## config.mk

```make
export PLATFORM = sky130hd
export DESIGN_NAME = naci_core
export DESIGN_NICKNAME = d
export VERILOG_FILES = /design/src/common/naci_pkg.sv /design/src/verilog/naci_core.sv
export SDC_FILE = /design/constraint.sdc
export NUM_CORES = 1
export LEC_CHECK = 0
export BUFFER_PORTS_ARGS = -buffer_cell sky130_fd_sc_hd__buf_4
export CAP_MARGIN = 20
export CORE_ASPECT_RATIO = 2
export CORE_MARGIN = 10
export CORE_UTILIZATION = 49
export DETAILED_ROUTE_END_ITERATION = 7
export PLACE_DENSITY = 0.72
export SKIP_LAST_GASP = 1
export SLEW_MARGIN = 20
export SYNTH_ARGS = -nofsm -noshare
export SYNTH_HDL_FRONTEND = slang
export SYNTH_SLANG_ARGS = --single-unit
```

## constraint.sdc

```tcl
create_clock -name clock -period 8.7 [get_ports clock]
set_input_delay 0.435 -clock clock [delete_from_list [all_inputs] [get_ports clock]]
set_output_delay 0.435 -clock clock [all_outputs]
set_load 0.1 [all_outputs]
```

## src/common/naci_pkg.sv

```systemverilog
// shared constants and types for the oscillator accumulator and step registers
package naci_pkg;

    // register byte offsets on the bus
    localparam logic [7:0] OFS_CONTROL     = 8'h00;
    localparam logic [7:0] OFS_CLOCK_SEL   = 8'h04;
    localparam logic [7:0] OFS_ACCUM_LOW   = 8'h08;
    localparam logic [7:0] OFS_ACCUM_HIGH  = 8'h0C;
    localparam logic [7:0] OFS_ACCUM_UPPER = 8'h10;
    localparam logic [7:0] OFS_STEP_LOW    = 8'h14;
    localparam logic [7:0] OFS_STEP_HIGH   = 8'h18;
    localparam logic [7:0] OFS_STEP_UPPER  = 8'h1C;
    localparam logic [7:0] OFS_IRQ_STATUS  = 8'h20;
    localparam logic [7:0] OFS_IRQ_MASK    = 8'h24;

    // accumulator and step widths
    localparam int ACC_W   = 20;
    localparam int UPPER_W = 4;

    // control register fields
    localparam int CTL_ENABLE_BIT = 7;
    localparam int CTL_OUT_BIT    = 5;
    localparam int CTL_POL_BIT    = 4;
    localparam int CTL_PFM_BIT    = 0;

    // clock select register fields
    localparam int CLK_PWS_LSB = 5;
    localparam int CLK_PWS_W   = 3;
    localparam int CLK_SRC_LSB = 0;
    localparam int CLK_SRC_W   = 4;

    // interrupt status and mask fields
    localparam int IRQ_OVF_BIT = 0;

    // reset values
    localparam logic [ACC_W-1:0] STEP_RESET  = 20'h00001;
    localparam logic [ACC_W-1:0] ACCUM_RESET = 20'h00000;
    localparam logic [7:0]       BYTE_RESET  = 8'h00;

    // pulse counter width, enough for 128 periods
    localparam int PULSE_CNT_W = 8;

    // bus transfer type bit that marks an active transfer
    localparam int HTRANS_ACTIVE_BIT = 1;

    // one captured address phase
    typedef struct packed {
        logic [7:0] addr;
        logic       write;
        logic       valid;
    } naci_addr_phase_t;

    // output stage configuration
    typedef struct packed {
        logic                 pfm;
        logic                 polarity;
        logic [CLK_PWS_W-1:0] pws;
    } naci_out_cfg_t;

endpackage : naci_pkg

```

## src/verilog/naci_core.sv

```systemverilog
// oscillator phase accumulator, double-buffered step value and bus registers
// Behaviour
// - accumulator is 20 bits over low, high and upper bytes; upper holds 19:16.
// - 24 bits of space reserved, 20 used; unused upper bits read zero.
// - accumulator runs on the oscillator input clock, reads show running value.
// - no coherent multi-byte snapshot of the accumulator is provided.
// - step value is 20 bits: low 7:0, high 15:8, upper nibble 19:16.
// - upper step register implements only its low four bits.
// - low step write commits all 20 bits to shadow at next input falling edge.
// - unimplemented bits read zero and ignore writes.
// - same reset values for every reset; step bit 0 resets to one.
// - accumulator overflow sets the overflow flag until software clears it.
// - without pulse mode the output toggles on each overflow.
// - pulse mode output active for 2 to the width field input periods.
`timescale 1ns/1ps

module naci_core #(
    parameter int ADDR_W = 32
) (
    // clock, reset and freeze
    input  wire logic              clock,
    input  wire logic              rst_n,
    input  wire logic              clockEnable,
    // bus slave
    input  wire logic              hsel,
    input  wire logic [ADDR_W-1:0] haddr,
    input  wire logic [1:0]        htrans,
    input  wire logic              hwrite,
    input  wire logic [2:0]        hsize,
    input  wire logic [31:0]       hwdata,
    input  wire logic              hready,
    output logic                   hreadyout,
    output logic                   hresp,
    output logic [31:0]            hrdata,
    // oscillator link
    input  wire logic              oscInputClock,
    output logic [3:0]             oscClockSelect,
    output logic                   oscOut,
    output logic                   irq
);

    // reset release through two flip-flops
    logic rstMeta;
    logic rstSync;
    always_ff @(posedge clock or negedge rst_n)
    begin
        if (!rst_n)
        begin
            rstMeta <= 1'b0;
            rstSync <= 1'b0;
        end
        else
        begin
            rstMeta <= 1'b1;
            rstSync <= rstMeta;
        end
    end
    // register state
    logic                           oscEnable;
    naci_pkg::naci_out_cfg_t        outCfg;
    logic [naci_pkg::CLK_SRC_W-1:0] clockSource;
    logic [naci_pkg::ACC_W-1:0]     phaseAccum;
    logic [naci_pkg::ACC_W-1:0]     stepValue;
    logic [naci_pkg::ACC_W-1:0]     stepShadow;
    logic                           commitPending;
    logic                           overflowFlag;
    logic                           overflowMask;
    logic                           toggleLevel;
    logic                           pulseActive;
    logic [naci_pkg::PULSE_CNT_W-1:0] pulseCount;
    logic                           oscPrev;
    naci_pkg::naci_addr_phase_t     addrPhase;
    logic                           readWait;
    logic [7:0]                     readAddr;

    // pulse length in input periods for a width code
    function automatic logic [naci_pkg::PULSE_CNT_W-1:0] pulseLen(
        input logic [naci_pkg::CLK_PWS_W-1:0] code
    );
        pulseLen = naci_pkg::PULSE_CNT_W'(1) << code;
    endfunction : pulseLen
    // read value of one register, zero for unused bits and holes
    function automatic logic [7:0] readByte(input logic [7:0] addr);
        logic [7:0] value;
        value = 8'h00;
        unique case (addr)
            naci_pkg::OFS_CONTROL:
            begin
                value[naci_pkg::CTL_ENABLE_BIT] = oscEnable;
                value[naci_pkg::CTL_OUT_BIT]    = oscOut;
                value[naci_pkg::CTL_POL_BIT]    = outCfg.polarity;
                value[naci_pkg::CTL_PFM_BIT]    = outCfg.pfm;
            end
            naci_pkg::OFS_CLOCK_SEL:
            begin
                value[naci_pkg::CLK_PWS_LSB +: naci_pkg::CLK_PWS_W] = outCfg.pws;
                value[naci_pkg::CLK_SRC_LSB +: naci_pkg::CLK_SRC_W] = clockSource;
            end
            naci_pkg::OFS_ACCUM_LOW:   value = phaseAccum[7:0];
            naci_pkg::OFS_ACCUM_HIGH:  value = phaseAccum[15:8];
            naci_pkg::OFS_ACCUM_UPPER: value = {4'h0, phaseAccum[19:16]};
            naci_pkg::OFS_STEP_LOW:    value = stepValue[7:0];
            naci_pkg::OFS_STEP_HIGH:   value = stepValue[15:8];
            naci_pkg::OFS_STEP_UPPER:  value = {4'h0, stepValue[19:16]};
            naci_pkg::OFS_IRQ_STATUS:  value[naci_pkg::IRQ_OVF_BIT] = overflowFlag;
            naci_pkg::OFS_IRQ_MASK:    value[naci_pkg::IRQ_OVF_BIT] = overflowMask;
            default:                   value = 8'h00;
        endcase
        readByte = value;
    endfunction : readByte

    // bus decode: accept an address phase, write in the data phase
    logic       accept;
    logic       wrStrobe;
    logic [7:0] wrAddr;
    logic [7:0] wrByte;
    assign accept    = hsel && htrans[naci_pkg::HTRANS_ACTIVE_BIT] && hready;
    assign wrStrobe  = clockEnable && addrPhase.valid && addrPhase.write && hready;
    assign wrAddr    = addrPhase.addr;
    assign wrByte    = hwdata[7:0];
    assign hreadyout = !readWait;
    assign hresp     = 1'b0;

    // address phase capture
    always_ff @(posedge clock or negedge rstSync)
    begin
        if (!rstSync)
        begin
            addrPhase <= '0;
        end
        else if (clockEnable && hready)
        begin
            addrPhase.addr  <= haddr[7:0];
            addrPhase.write <= hwrite;
            addrPhase.valid <= accept;
        end
    end

    // reads take one wait state so a write just before is seen
    always_ff @(posedge clock or negedge rstSync)
    begin
        if (!rstSync)
        begin
            readWait <= 1'b0;
            readAddr <= 8'h00;
            hrdata   <= 32'h00000000;
        end
        else if (clockEnable)
        begin
            if (accept && !hwrite)
            begin
                readWait <= 1'b1;
                readAddr <= haddr[7:0];
            end
            else if (readWait)
            begin
                readWait <= 1'b0;
                hrdata   <= {24'h000000, readByte(readAddr)};
            end
        end
    end

    // input clock edge detect, the input is synchronous to clock
    logic oscRise;
    logic oscFall;
    logic stepEdge;
    logic [naci_pkg::ACC_W:0] accSum;
    logic overflowEvt;
    assign oscRise     = oscInputClock && !oscPrev;
    assign oscFall     = !oscInputClock && oscPrev;
    assign stepEdge    = clockEnable && oscEnable && oscRise;
    assign accSum      = {1'b0, phaseAccum} + {1'b0, stepShadow};
    assign overflowEvt = stepEdge && accSum[naci_pkg::ACC_W];
    always_ff @(posedge clock or negedge rstSync)
    begin
        if (!rstSync)
            oscPrev <= 1'b0;
        else if (clockEnable)
            oscPrev <= oscInputClock;
    end

    // control and clock select registers
    always_ff @(posedge clock or negedge rstSync)
    begin
        if (!rstSync)
        begin
            oscEnable   <= 1'b0;
            outCfg      <= '0;
            clockSource <= '0;
        end
        else if (wrStrobe && wrAddr == naci_pkg::OFS_CONTROL)
        begin
            oscEnable       <= wrByte[naci_pkg::CTL_ENABLE_BIT];
            outCfg.polarity <= wrByte[naci_pkg::CTL_POL_BIT];
            outCfg.pfm      <= wrByte[naci_pkg::CTL_PFM_BIT];
        end
        else if (wrStrobe && wrAddr == naci_pkg::OFS_CLOCK_SEL)
        begin
            outCfg.pws  <= wrByte[naci_pkg::CLK_PWS_LSB +: naci_pkg::CLK_PWS_W];
            clockSource <= wrByte[naci_pkg::CLK_SRC_LSB +: naci_pkg::CLK_SRC_W];
        end
    end
    assign oscClockSelect = clockSource;

    // phase accumulator, stepped on input rising edges, byte writable
    always_ff @(posedge clock or negedge rstSync)
    begin
        if (!rstSync)
            phaseAccum <= naci_pkg::ACCUM_RESET;
        else if (wrStrobe && wrAddr == naci_pkg::OFS_ACCUM_LOW)
            phaseAccum[7:0] <= wrByte;
        else if (wrStrobe && wrAddr == naci_pkg::OFS_ACCUM_HIGH)
            phaseAccum[15:8] <= wrByte;
        else if (wrStrobe && wrAddr == naci_pkg::OFS_ACCUM_UPPER)
            phaseAccum[19:16] <= wrByte[naci_pkg::UPPER_W-1:0];
        else if (stepEdge)
            phaseAccum <= accSum[naci_pkg::ACC_W-1:0];
    end
    // bytes are read live with no latch across them

    // step value bytes, upper keeps its low nibble only
    always_ff @(posedge clock or negedge rstSync)
    begin
        if (!rstSync)
            stepValue <= naci_pkg::STEP_RESET;
        else if (wrStrobe && wrAddr == naci_pkg::OFS_STEP_LOW)
            stepValue[7:0] <= wrByte;
        else if (wrStrobe && wrAddr == naci_pkg::OFS_STEP_HIGH)
            stepValue[15:8] <= wrByte;
        else if (wrStrobe && wrAddr == naci_pkg::OFS_STEP_UPPER)
            stepValue[19:16] <= wrByte[naci_pkg::UPPER_W-1:0];
    end

    // shadow commit on the input falling edge after a low byte write
    logic lowWrite;
    assign lowWrite = wrStrobe && wrAddr == naci_pkg::OFS_STEP_LOW;
    always_ff @(posedge clock or negedge rstSync)
    begin
        if (!rstSync)
        begin
            commitPending <= 1'b0;
            stepShadow    <= naci_pkg::STEP_RESET;
        end
        else if (clockEnable)
        begin
            if (commitPending && oscFall)
                stepShadow <= stepValue;
            if (lowWrite)
                commitPending <= 1'b1; // a new write wins over clearing the pending commit
            else if (oscFall)
                commitPending <= 1'b0;
        end
    end

    // overflow flag and mask, write one to clear, set wins
    always_ff @(posedge clock or negedge rstSync)
    begin
        if (!rstSync)
        begin
            overflowFlag <= 1'b0;
            overflowMask <= 1'b0;
        end
        else if (clockEnable)
        begin
            if (overflowEvt)
                overflowFlag <= 1'b1;
            else if (wrStrobe && wrAddr == naci_pkg::OFS_IRQ_STATUS
                     && wrByte[naci_pkg::IRQ_OVF_BIT])
                overflowFlag <= 1'b0;
            if (wrStrobe && wrAddr == naci_pkg::OFS_IRQ_MASK)
                overflowMask <= wrByte[naci_pkg::IRQ_OVF_BIT];
        end
    end

    // output stage: toggle or stretched pulse
    always_ff @(posedge clock or negedge rstSync)
    begin
        if (!rstSync)
        begin
            toggleLevel <= 1'b0;
            pulseActive <= 1'b0;
            pulseCount  <= '0;
        end
        else if (clockEnable)
        begin
            if (!oscEnable)
            begin
                pulseActive <= 1'b0;
                pulseCount  <= '0;
            end
            else if (overflowEvt && !outCfg.pfm)
                toggleLevel <= !toggleLevel;
            else if (overflowEvt)
            begin
                pulseActive <= 1'b1;
                pulseCount  <= pulseLen(outCfg.pws);
            end
            else if (stepEdge && pulseActive)
            begin
                pulseCount  <= pulseCount - 1'b1;
                pulseActive <= (pulseCount != 8'h01);
            end
        end
    end

    // registered output with polarity, and interrupt level
    always_ff @(posedge clock or negedge rstSync)
    begin
        if (!rstSync)
        begin
            oscOut <= 1'b0;
            irq    <= 1'b0;
        end
        else if (clockEnable)
        begin
            oscOut <= (outCfg.pfm ? pulseActive : toggleLevel) ^ outCfg.polarity;
            irq    <= overflowFlag && overflowMask;
        end
    end
endmodule : naci_core

```

# Word-level counts from Yosys, hierarchy flattened

Cells that the tools add are included.

Word-level logic and storage cells: 143
Bits of input ports: 76
Output and inout bits: 40
Memory bits (read-only): 0
Bits in writable memories: 0
Latch bits: 0
Register bits: 115
Memories: 0

Equal/unequal tests: 24
Bitwise operators: 7
Magnitude comparators: 0
Multiply operators: 0
Divide/modulo/power cells: 0
Shift-type cells: 1
Add/subtract/negate cells: 2
Reductions and logical operators: 54
Mux-type cells: 26

Operators with widths:

| cell                  | number |
|---|---|
| $eq A8 B5 Y1 const B  | 8 |
| $mux W8               | 7 |
| $eq A8 B4 Y1 const B  | 4 |
| $eq A8 B6 Y1 const B  | 4 |
| $logic_and A1 B1 Y1   | 27 |
| $add A20 B20 Y21      | 1 |
| $pmux W3 S7           | 1 |
| $reduce_and A3 Y1     | 7 |
| $mux W20              | 1 |
| $eq A8 B3 Y1 const B  | 2 |
| $logic_not A8 Y1      | 2 |
| $mux W16              | 1 |
| $reduce_and A2 Y1     | 7 |
| $pmux W1 S6           | 2 |
| $mux W1               | 10 |
| $pmux W1 S10          | 1 |
| $pmux W1 S5           | 2 |
| $reduce_bool A2 Y1    | 5 |
| $ne A2 B2 Y1 const B  | 4 |
| $ne A8 B1 Y1 const B  | 1 |
| $shl A1 B3 Y8 const A | 1 |
| $sub A8 B1 Y8 const B | 1 |
| $logic_not A1 Y1      | 6 |
| $not A1 Y1            | 6 |
| other kinds (3)       | 3 |

# Logic depth before layout (Yosys ltp)

Gate-level depths: netlist of run 1.

Word-level depth: 8
Mapped depth: 11
Gate-level depth less buffers: 10

# Worst setup path before layout of run 1

Ideal clock, no wire load.

Path type: register to register
Start point: register phaseAccum[0] (netlist name)
End point: register pulseCount[5] (netlist name)
Path buffers: 0
Library setup time: 0.087 ns
Setup slack: 5.841 ns
Arrival time: 2.772 ns
Cell stages (with the launch flop): 11
Clock period less this slack: 2.859 ns
Data required time: 8.613 ns
Cells stage by stage: dfrtp_1 > ha_1 > fa_1 > a21o_1 > a221oi_2 > o21a_2 > o21ai_4 > a211o_4 > nand3_2 > mux2_1 > o211ai_1

Longest elaborated chain between the ends: 5
Elaborated cells between the ends (all ways): 9
Those cells by class: add/sub: 1; eq/ne: 2; mux: 3; reduce/logical: 3

RTL lines:

| what                                                          | RTL line                           | RTL |
|---|---|---|
| start, declared                                               | naci_core.sv:62                    | `logic [naci_pkg::ACC_W-1:0] phaseAccum;` |
| start signal, assigned                                        | naci_core.sv:209                   | `phaseAccum <= naci_pkg::ACCUM_RESET;` |
| start signal, assigned                                        | naci_core.sv:217                   | `phaseAccum <= accSum[naci_pkg::ACC_W-1:0];` |
| $add A20 B20 Y21 *                                            | naci_core.sv:172                   | `assign accSum = {1'b0, phaseAccum} + {1'b0, stepShadow};` |
| $logic_and A1 B1 Y1 *                                         | naci_core.sv:173                   | `assign overflowEvt = stepEdge && accSum[naci_pkg::ACC_W];` |
| $logic_and A1 B1 Y1 / $mux W8 (equally long branches)         | naci_core.sv:291, naci_core.sv:293 |  |
| $ne A2 B2 Y1 (no line) / $mux W8 (equally long branches)      | -                                  |  |
| $reduce_and A3 Y1 (no line) / $mux W8 (equally long branches) | -                                  |  |
| end signal, assigned                                          | naci_core.sv:296                   | `pulseCount <= pulseLen(outCfg.pws);` |
| end signal, assigned                                          | naci_core.sv:300                   | `pulseCount <= pulseCount - 1'b1;` |
| end, declared                                                 | naci_core.sv:70                    | `logic [naci_pkg::PULSE_CNT_W-1:0] pulseCount;` |

Every way passes the cells marked *; elsewhere a longest branch is shown, timed or not. The select of a mux whose other input is x is not followed.
A chain may end at the register's enable or synchronous reset.

# Worst setup path in the final report of run 1

Start point: register phaseAccum[0] (netlist name)
End point: register pulseCount[6] (netlist name)

The elaborated chain is that of the path after synthesis.

==> results of run 1 <==
-- logic make-up (layout without fill, tap and decap cells) --
| logic type | Yosys count | count (layout) | share of synthesized area [%] |
|---|---|---|---|
| AOI/OAI and AO/OA | 152 | 152 | 17.78 |
| xor gates and xnor gates | 16 | 16 | 2.186 |
| adders and majority gates | 23 | 23 | 4.607 |
| buffers and inverters | 51 | 84 | 4.529 |
| DFF | 115 | 115 | 44.93 |
| muxes | 76 | 76 | 13.23 |
| other | 2 | 26 | 0.1172 |
| and+or+nand+nor | 159 | 159 | 12.61 |
-- per-layer routing --
| layer | vias up | share of wire [%] | track usage (%) |
|---|---|---|---|
| met3 | 74 | 5.4 | 4.068 |
| met5 | - | 0 | 0 |
| met1 | 2551 | 34 | 20.11 |
| li1 | 2278 | - | - |
| met4 | 0 | 6.5 | 14.83 |
| met2 | 235 | 55 | 36.53 |
-- state kept, by name, summed over array words and instances (netlist names), 2 cells and up --
| register | count |
|---|---|
| stepValue | 20 |
| stepShadow | 20 |
| phaseAccum | 20 |
| oscClockSelect | 4 |
| readAddr | 8 |
| pulseCount | 8 |
| outCfg | 5 |
| wrAddr | 8 |
| hrdata | 8 |
| addrPhase | 2 |
-- worst max-delay path: stages (launching register included) --
cell,delay (ns)
dfrtp_1,0.40
ha_1,0.26
fa_1,0.43
a21o_1,0.21
a221oi_2,0.35
o21a_2,0.23
o21ai_4,0.11
a211o_4,0.39
nand3_2,0.25
mux2_1,0.37
o211ai_1,0.17
-- area by class of cell --
type | count | area, µm² | share of cell area (%)
Tap cell | 152 | 190.2 | 2.578
Multi-Input combinational cell | 452 | 3334 | 45.21
Sequential cell | 115 | 2884 | 39.10
Clock inverter | 14 | 176.4 | 2.392
Inverter | 11 | 41.29 | 0.5598
Clock buffer | 18 | 439.2 | 5.954
Timing Repair Buffer | 41 | 310.3 | 4.207
-- worst paths after layout --
path                       cells past startpoint           from        endpoint
max                                           10  phaseAccum[0]   pulseCount[6]
min reg2reg                                    0        rstSync    addrPhase[0]
max reg2reg                                   10  phaseAccum[0]   pulseCount[6]
min                                            2       haddr[6]     readAddr[6]
max in group asynchronous                      1        rstSync  stepShadow[14]
min in group asynchronous                      0        rstSync    addrPhase[0]
-- metrics by stage --
stage	hold WS [ns]	setup slack [ns]	area (µm²)
detailed placement	0.2184	5.414	6750
CTS	0.2598	5.445	7376
global route	0.2580	5.327	7376
floorplan	0.1394	5.263	6500
global placement	0.2170	5.429	6745
finish	0.2615	5.430	7376
-- what timing repair did --
item                                    in CTS  in global routing
endpoints found under the setup margin       0                  0
endpoints found under the hold margin        2                  0
hold buffers                                 1                  0
-- Yosys cell counts, types with 3 or more instances --
master       n
dfrtp_1    113
mux2_2      67
nand2_1     52
nor2_1      38
buf_4       25
o21ai_0     23
ha_1        22
a21oi_1     20
nand3_1     17
a22oi_1     16
a21o_1      12
nor3_1      11
clkbuf_1    10
inv_1       10
o22ai_1     10
xnor2_1      9
nand4_1      8
a221o_1      7
a31oi_1      7
xor2_1       7
a222oi_1     6
mux2i_1      6
o211ai_1     5
o31ai_1      5
buf_2        4
o21bai_1     4
or3_1        4
a22o_1       3
mux2_1       3
nand3b_1     3
nor4_1       3
nor4b_1      3
o21a_1       3
o2bb2ai_1    3
or2_2        3
-- power by group through the flow --
stage	clock (µW)	sequential, µW	combinational, µW
6_report	728	588	146
5_1_grt	756	591	155
4_1_cts	733	587	144
3_5_place_dp	0	596	144
3_3_place_gp	0	594	141
2_1_floorplan	0	597	112
==> impl_results.md, run 1 <==
* Result of the run: finished clean
* Top achievable clock speed at 305.8 MHz
* Diode insertion count for antenna repair at 0
* Peak VDD IR at ~0.13 mV
* Distinct cell type count of the synthesized netlist at 76
* Die Height at about 180 µm
* Area of the core at 12920 µm²
* Die width at 100.9 µm
* Combinational power share at between 10% and 20%
* Final net count at roughly 740
* Routed wirelength normalized by instance count at roughly 23 µm
* Final cell count without fillers at roughly 800
* Post-route antenna net violation count at 0
* Total Die Area at about 18000 µm²
* Starting DRT DRC Count at 457
* Site Rows at between 50 and 60
* Switching power share of the total at 27.51%
* Reg2Reg Setup Slack at approximately 5.4 ns
* Clock period minus final worst setup slack at around 3.3 ns
* Share of total power in sequential cells at around two fifths
* Aggregate global routing overflow at 0
* Post-Syn Instances at ~600
* Register bit total from synthesis at 115
* Cell internal pwr at 1059 µW
* HP Class: in2reg
* CTS Buffer Depth at 2
* Post-cts resize count at 0
* Relative contribution of the clock network to total power at about half
* Relative area change from synthesis to final layout at 15.07%
* Critical Setup Path Class: reg2reg
* H-tree levels at 4
* Critical path data required time at between 9 and 10 ns
* Final clock period utilization by the worst path at roughly 38%
* Share of the yosys chip area belonging to registers at roughly 45%
* Total via count in the routed design at between 5000 and 6000
* Cell types occupying the most area after synthesis: dfrtp_1 44%, mux2_2 12%, ha_1 4.3%
* I/O pin count at ~120
* Final worst clock skew at around 0.012 ns
* Quantity of I/O buffers inserted on ports at 38
* Fill cell total of the finished layout at roughly 1100
* Crit path max fanout at 10
* Number of detailed-route iterations in the first pass at 5
* Worst EP arrival at about 3.6 ns
* Routability cong. at 1.057
* RSZ-0062 raised after global routing: false
* Slew margin rel. at between 20 and 30%
* Category of the worst setup path launch point: flop
* Total number of yosys warnings at 0
* Standby leakage power at 0.003535 µW
* Initial core utilization at between 40% and 50%
* Drt via density at around 6.4
* Total wirelength of the detailed-routed design at ~18000 µm
* Hold violation count in the final report at 0
* Number of flops mapped to enable cells by yosys at 0
* Total negative setup slack at 0 ns
* Dpl hpwl at ~14000 µm
* TritonCTS sink count at roughly 120
* Placed Cells at between 700 and 800
* Total power at 1461 µW
* TritonCTS clock tree: done
* Total routing resource utilization after global routing at 20.55%
* Most common library cell in the layout ignoring fill and taps: dfrtp_1
* Final slew viol count at 0
* Leading cell types in the layout, fill and taps excluded: 112 x dfrtp_1, 67 x mux2_2, 52 x nand2_1
* Synth async-reset ratio at between 90% and 100%
* Setup violation total in the final timing report at 0
* Pin count of the biggest net entering global routing at 80
* Crit. End Element: flop
* First-pass GRT wire length at just under 30000 µm
* Total of max-cap violations at 0
* Number of antenna violations at the first check in global routing at 0
* Tightest Pin Transition at 1.060 ns
* Mean instance size in the synthesized netlist at 10.79 µm²
* Net Switching at approximately 400 µW
* Buffer count from post-CTS setup fixing at 0
* Top-area cell type share of the netlist area at ~44%
* DRC violations left at 0
* Power per unit of standard cell area at 198.1 nW/µm²
* Ratio of cells with drive above 1 in the final layout at 25.04%
* Largest area contributor in the netlist: dfrtp_1
* Root buffer cell: clkbuf_16
* Clock Pin Slew Worst Setup and Hold Paths at ~0.06 ns
* Number of buffers created by CTS at 17
* Vias in the first global route at between 5000 and 6000
* Core Util, Final at about 57%
* Clock latency on the worst-skew pair at 0.42 ns
* Dominant synthesized flop cell: dfrtp_1
* Combined area of all synthesized cells at 6410 µm²
Power figures use the tool's default switching activity.
==> run 2, diff against run 1 <==
--- a/config.mk
+++ b/config.mk
@@ -5,13 +5,14 @@
 export SDC_FILE = /design/constraint.sdc
 export NUM_CORES = 1
 export LEC_CHECK = 0
+export ABC_AREA = 1
 export BUFFER_PORTS_ARGS = -buffer_cell sky130_fd_sc_hd__buf_4
 export CAP_MARGIN = 20
 export CORE_ASPECT_RATIO = 2
 export CORE_MARGIN = 10
 export CORE_UTILIZATION = 49
 export DETAILED_ROUTE_END_ITERATION = 7
-export PLACE_DENSITY = 0.72
+export PLACE_DENSITY = 0.74
 export SKIP_LAST_GASP = 1
 export SLEW_MARGIN = 20
 export SYNTH_ARGS = -nofsm -noshare
==> constraint.sdc (replaced) <==
create_clock -name clock -period 2.9 [get_ports clock]
set_input_delay 0.145 -clock clock [delete_from_list [all_inputs] [get_ports clock]]
set_output_delay 0.145 -clock clock [all_outputs]
set_load 0.1 [all_outputs]
==> run 2 against run 1 <==
  * Count of clock-buffer cells in the layout unchanged
  * Synthesized cell count up 51%
  * Sequential cell count unchanged
  * Core utilization down 0.098 points
  * Highest routed layer unchanged
==> impl_results.md, run 2 <==
* Post-Syn Instances at 894 (+51%)
* Met1 Use GR at 21.95% (+1.8 points)
* Post-synthesis simple-gate area fraction at 26.52% (+14 points)
* Root buffer cell: clkbuf_16
* Dpl hpwl at 16190 µm (+20%)
* Pin count of the biggest net entering global routing at 46 (-43%)
* Slew margin rel. at 52.77% (+24 points)
* Number of buffers created by CTS at 17 (unchanged)
* Total of max-cap violations at 0 (unchanged)
* Number of antenna violations at the first check in global routing at 0 (unchanged)
* Critical path data required time at 3.21 ns (-5.82 ns)
* Combined area of all synthesized cells at 6860 µm² (+7.0%)
* Number of detailed-route iterations in the first pass at 5 (unchanged)
* Relative contribution of the clock network to total power at 44.2% (-5.6 points)
* Ratio of cells with drive above 1 in the final layout at 12.84% (-12 points)
* Mux cell area share after synthesis at 0.9849% (-12 points)
* Final slew viol count at 0 (unchanged)
* Starting DRT DRC Count at 385 (-16%)
* H-tree levels at 4 (unchanged)
* TritonCTS sink count at 115 (unchanged)
* Tightest Pin Transition at 0.7077 ns (-0.3522 ns)
* Peak VDD IR at 0.4270 mV (+220%)
* Top achievable clock speed at 417.4 MHz (+37%)
* Compound-gate portion of the synthesized area at 14.35% (-3.4 points)
* CTS Buffer Depth at 2 (unchanged)
* Total number of yosys warnings at 0 (unchanged)
* Final clock period utilization by the worst path at 82.62% (+45 points)
* Most used standard cell by instance count after synthesis: nand2_1
* Most frequent cells after synthesis: 235 x nand2_1, 113 x dfrtp_1, 109 x inv_1, 86 x o21ai_0, 64 x nand3_1
* Crit. End Element: flop
* Routed wirelength normalized by instance count at 18.76 µm (-18%)
* Dominant synthesized flop cell: dfrtp_1
* Post-route antenna net violation count at 0 (unchanged)
* Synth async-reset ratio at 100.0% (unchanged)
* Largest area contributor in the netlist: dfrtp_1
* Total Die Area at 19420 µm² (+5.9%)
* DRC violations left at 0 (unchanged)
* HP Class: in2reg
* Combinational power share at 17.1% (+7.1 points)
* Die width at 103.7 µm (+2.8%)
* Fill cell total of the finished layout at 1285 (+20%)
* Setup violation total in the final timing report at 0 (unchanged)
* Grt peak-use layer: met2
* Biggest registers after layout: phaseAccum x20, stepShadow x20, stepValue x20
* Most common library cell in the layout ignoring fill and taps: nand2_1
* Cell types occupying the most area after synthesis: dfrtp_1 41%, nand2_1 13%, o21ai_0 6.3%
* Distinct cell type count of the synthesized netlist at 46 (-39%)
* Total via count in the routed design at 6178 (+20%)
* Mean instance size in the synthesized netlist at 7.674 µm² (-29%)
* Hold WS at 0.002258 ns (-0.2592 ns)
* Aggregate global routing overflow at 0 (unchanged)
* Net Switching at 1485 µW (+270%)
* Total wirelength of the detailed-routed design at 21520 µm (+17%)
* Result of the run: finished clean
* Cell internal pwr at 3170 µW (+200%)
* Initial core utilization at 49.66% (about the same)
* Met3 global-route usage at 5.003% (+0.94 points)
* Total area of multi-input combinational cells at 3361 µm² (+0.79%)
* Power per unit of standard cell area at 591.2 nW/µm² (+200%)
* Core Util, Final at 57.00% (-0.098 points)
* Switching power share of the total at 31.91% (+4.4 points)
* First-pass GRT wire length at 33890 µm (+16%)
* Register bit total from synthesis at 115 (unchanged)
* Diode insertion count for antenna repair at 0 (unchanged)
* Adder-cell area share of the yosys netlist at 4.304% (-0.30 points)
* Number of flops mapped to enable cells by yosys at 0 (unchanged)
* RSZ-0062 raised after global routing: false
* Vias in the first global route at 6363 (+16%)
* Relative area change from synthesis to final layout at 14.77%
* I/O pin count at 116 (unchanged)
* Total power at 4655 µW (+220%)
* Area occupied by registers at 2884 µm² (unchanged)
* Quantity of I/O buffers inserted on ports at 38 (unchanged)
* Dominant combinational cell family by area after synthesis: simple AND/OR/NAND/NOR gates
* Leading cell types in the layout, fill and taps excluded: 235 x nand2_1, 112 x dfrtp_1, 109 x inv_1
* Area of the core at 13810 µm² (+6.9%)
* Post-cts resize count at 0 (unchanged)
* Total negative setup slack at 0 ns (unchanged)
* Crit path max fanout at 11 (+1)
* Clock latency on the worst-skew pair at 0.43 ns (about the same)
* Clock period minus final worst setup slack at 2.396 ns (-0.8746 ns)
* Xor and xnor area share after synthesis at 1.404% (-0.78 points)
* Worst EP arrival at 2.70 ns (-0.90 ns)
* Share of the yosys chip area belonging to registers at 41.98% (-3.0 points)
* TritonCTS clock tree: done
* Standby leakage power at 0.004088 µW (+16%)
* Met2 track demand over resource at 40.86% (+4.3 points)
* Site Rows at 61 (+3.4%)
* Die Height at 187.3 µm (+3.1%)
* Drt via density at 5.386 (-16%)
* Final worst clock skew at 0.007450 ns (-0.004494 ns)
* Top-area cell type share of the netlist area at 41.22% (-2.9 points)
* Hold violation count in the final report at 0 (unchanged)
* Category of the worst setup path launch point: flop
* Share of total power in sequential cells at 38.7% (-1.5 points)
* Total routing resource utilization after global routing at 22.51% (+2.0 points)
* Clock Pin Slew Worst Setup and Hold Paths at 0.06 ns (about the same)
* Critical Setup Path Class: reg2reg
* Final net count at 1044 (+42%)
* Routability cong. at 1.002 (-5.2%)
## run 2: repair_timing
item / CTS / global route
hold endpoints to repair: 6 / 0
buffers inserted: 0 / 0
hold buffers: 4 / 0
## run 2: power by group through the flow
| stage | Combinational (µW) | Clock (µW) | Sequential [µW] |
|---|---|---|---|
| floorplan | 512 | 0 | 1920 |
| global placement | 773 | 0 | 1820 |
| detailed placement | 781 | 0 | 1820 |
| CTS | 794 | 2080 | 1800 |
| global route | 868 | 2160 | 1810 |
| finish | 797 | 2060 | 1800 |
## run 2: cells by family (layout without fill, tap and decap cells)
group | count (synthesis) | count (layout)
simple gates | 408 | 408
other cells | 2 | 26
compound gates | 173 | 173
buf+inv | 156 | 196
flops | 115 | 115
xor+xnor | 11 | 11
mux | 6 | 6
fa+ha+maj | 23 | 23
## run 2: final timing paths
check | from | to | slack, ns | cells past startpoint
max | phaseAccum[0] | pulseCount[5] | 0.50 | 10
min | haddr[0] | wrAddr[0] | 0.002 | 3
max reg2reg | phaseAccum[0] | pulseCount[5] | 0.50 | 10
min reg2reg | rstSync | readAddr[0] | 0.34 | 0
max in group asynchronous | rstSync | pulseCount[5] | 1.67 | 1
min in group asynchronous | rst_n | rstSync | 0.04 | 2
## run 2: cell type report
type,instances,area share (%)
Clock buffer,18,5.578
Clock inverter,14,1.748
Inverter,114,5.466
Multi-Input combinational cell,647,42.68
Sequential cell,115,36.63
Tap cell,189,3.003
Timing Repair Buffer,50,4.894
## run 2: critical path: stages, from the launching register on
cell     delay [ns]
dfrtp_1        0.40
ha_1           0.26
fa_1           0.47
nand3_1        0.10
nand2_1        0.15
nand4_2        0.14
nand3_2        0.16
nand3_2        0.14
nand3_2        0.24
nand2_1        0.15
o21ai_2        0.06
## run 2: layer usage
metal / share of wire (%) / wire length [µm] / vias to the layer above
li1: - / - / 3002
met1: 36 / 7793 / 2920
met2: 54 / 11640 / 195
met3: 3.6 / 776 / 61
met4: 6.1 / 1309 / 0
met5: 0 / 0 / -
## run 2: through the flow
| stage | cell area, µm² | std cells | setup slack [ns] |
|---|---|---|---|
| floorplan | 6952 | 918 | 0.8549 |
| global placement | 7257 | 1111 | 0.5843 |
| detailed placement | 7257 | 1111 | 0.5581 |
| CTS | 7874 | 1147 | 0.5368 |
| global route | 7874 | 1147 | 0.3929 |
| finish | 7874 | 1147 | 0.5041 |
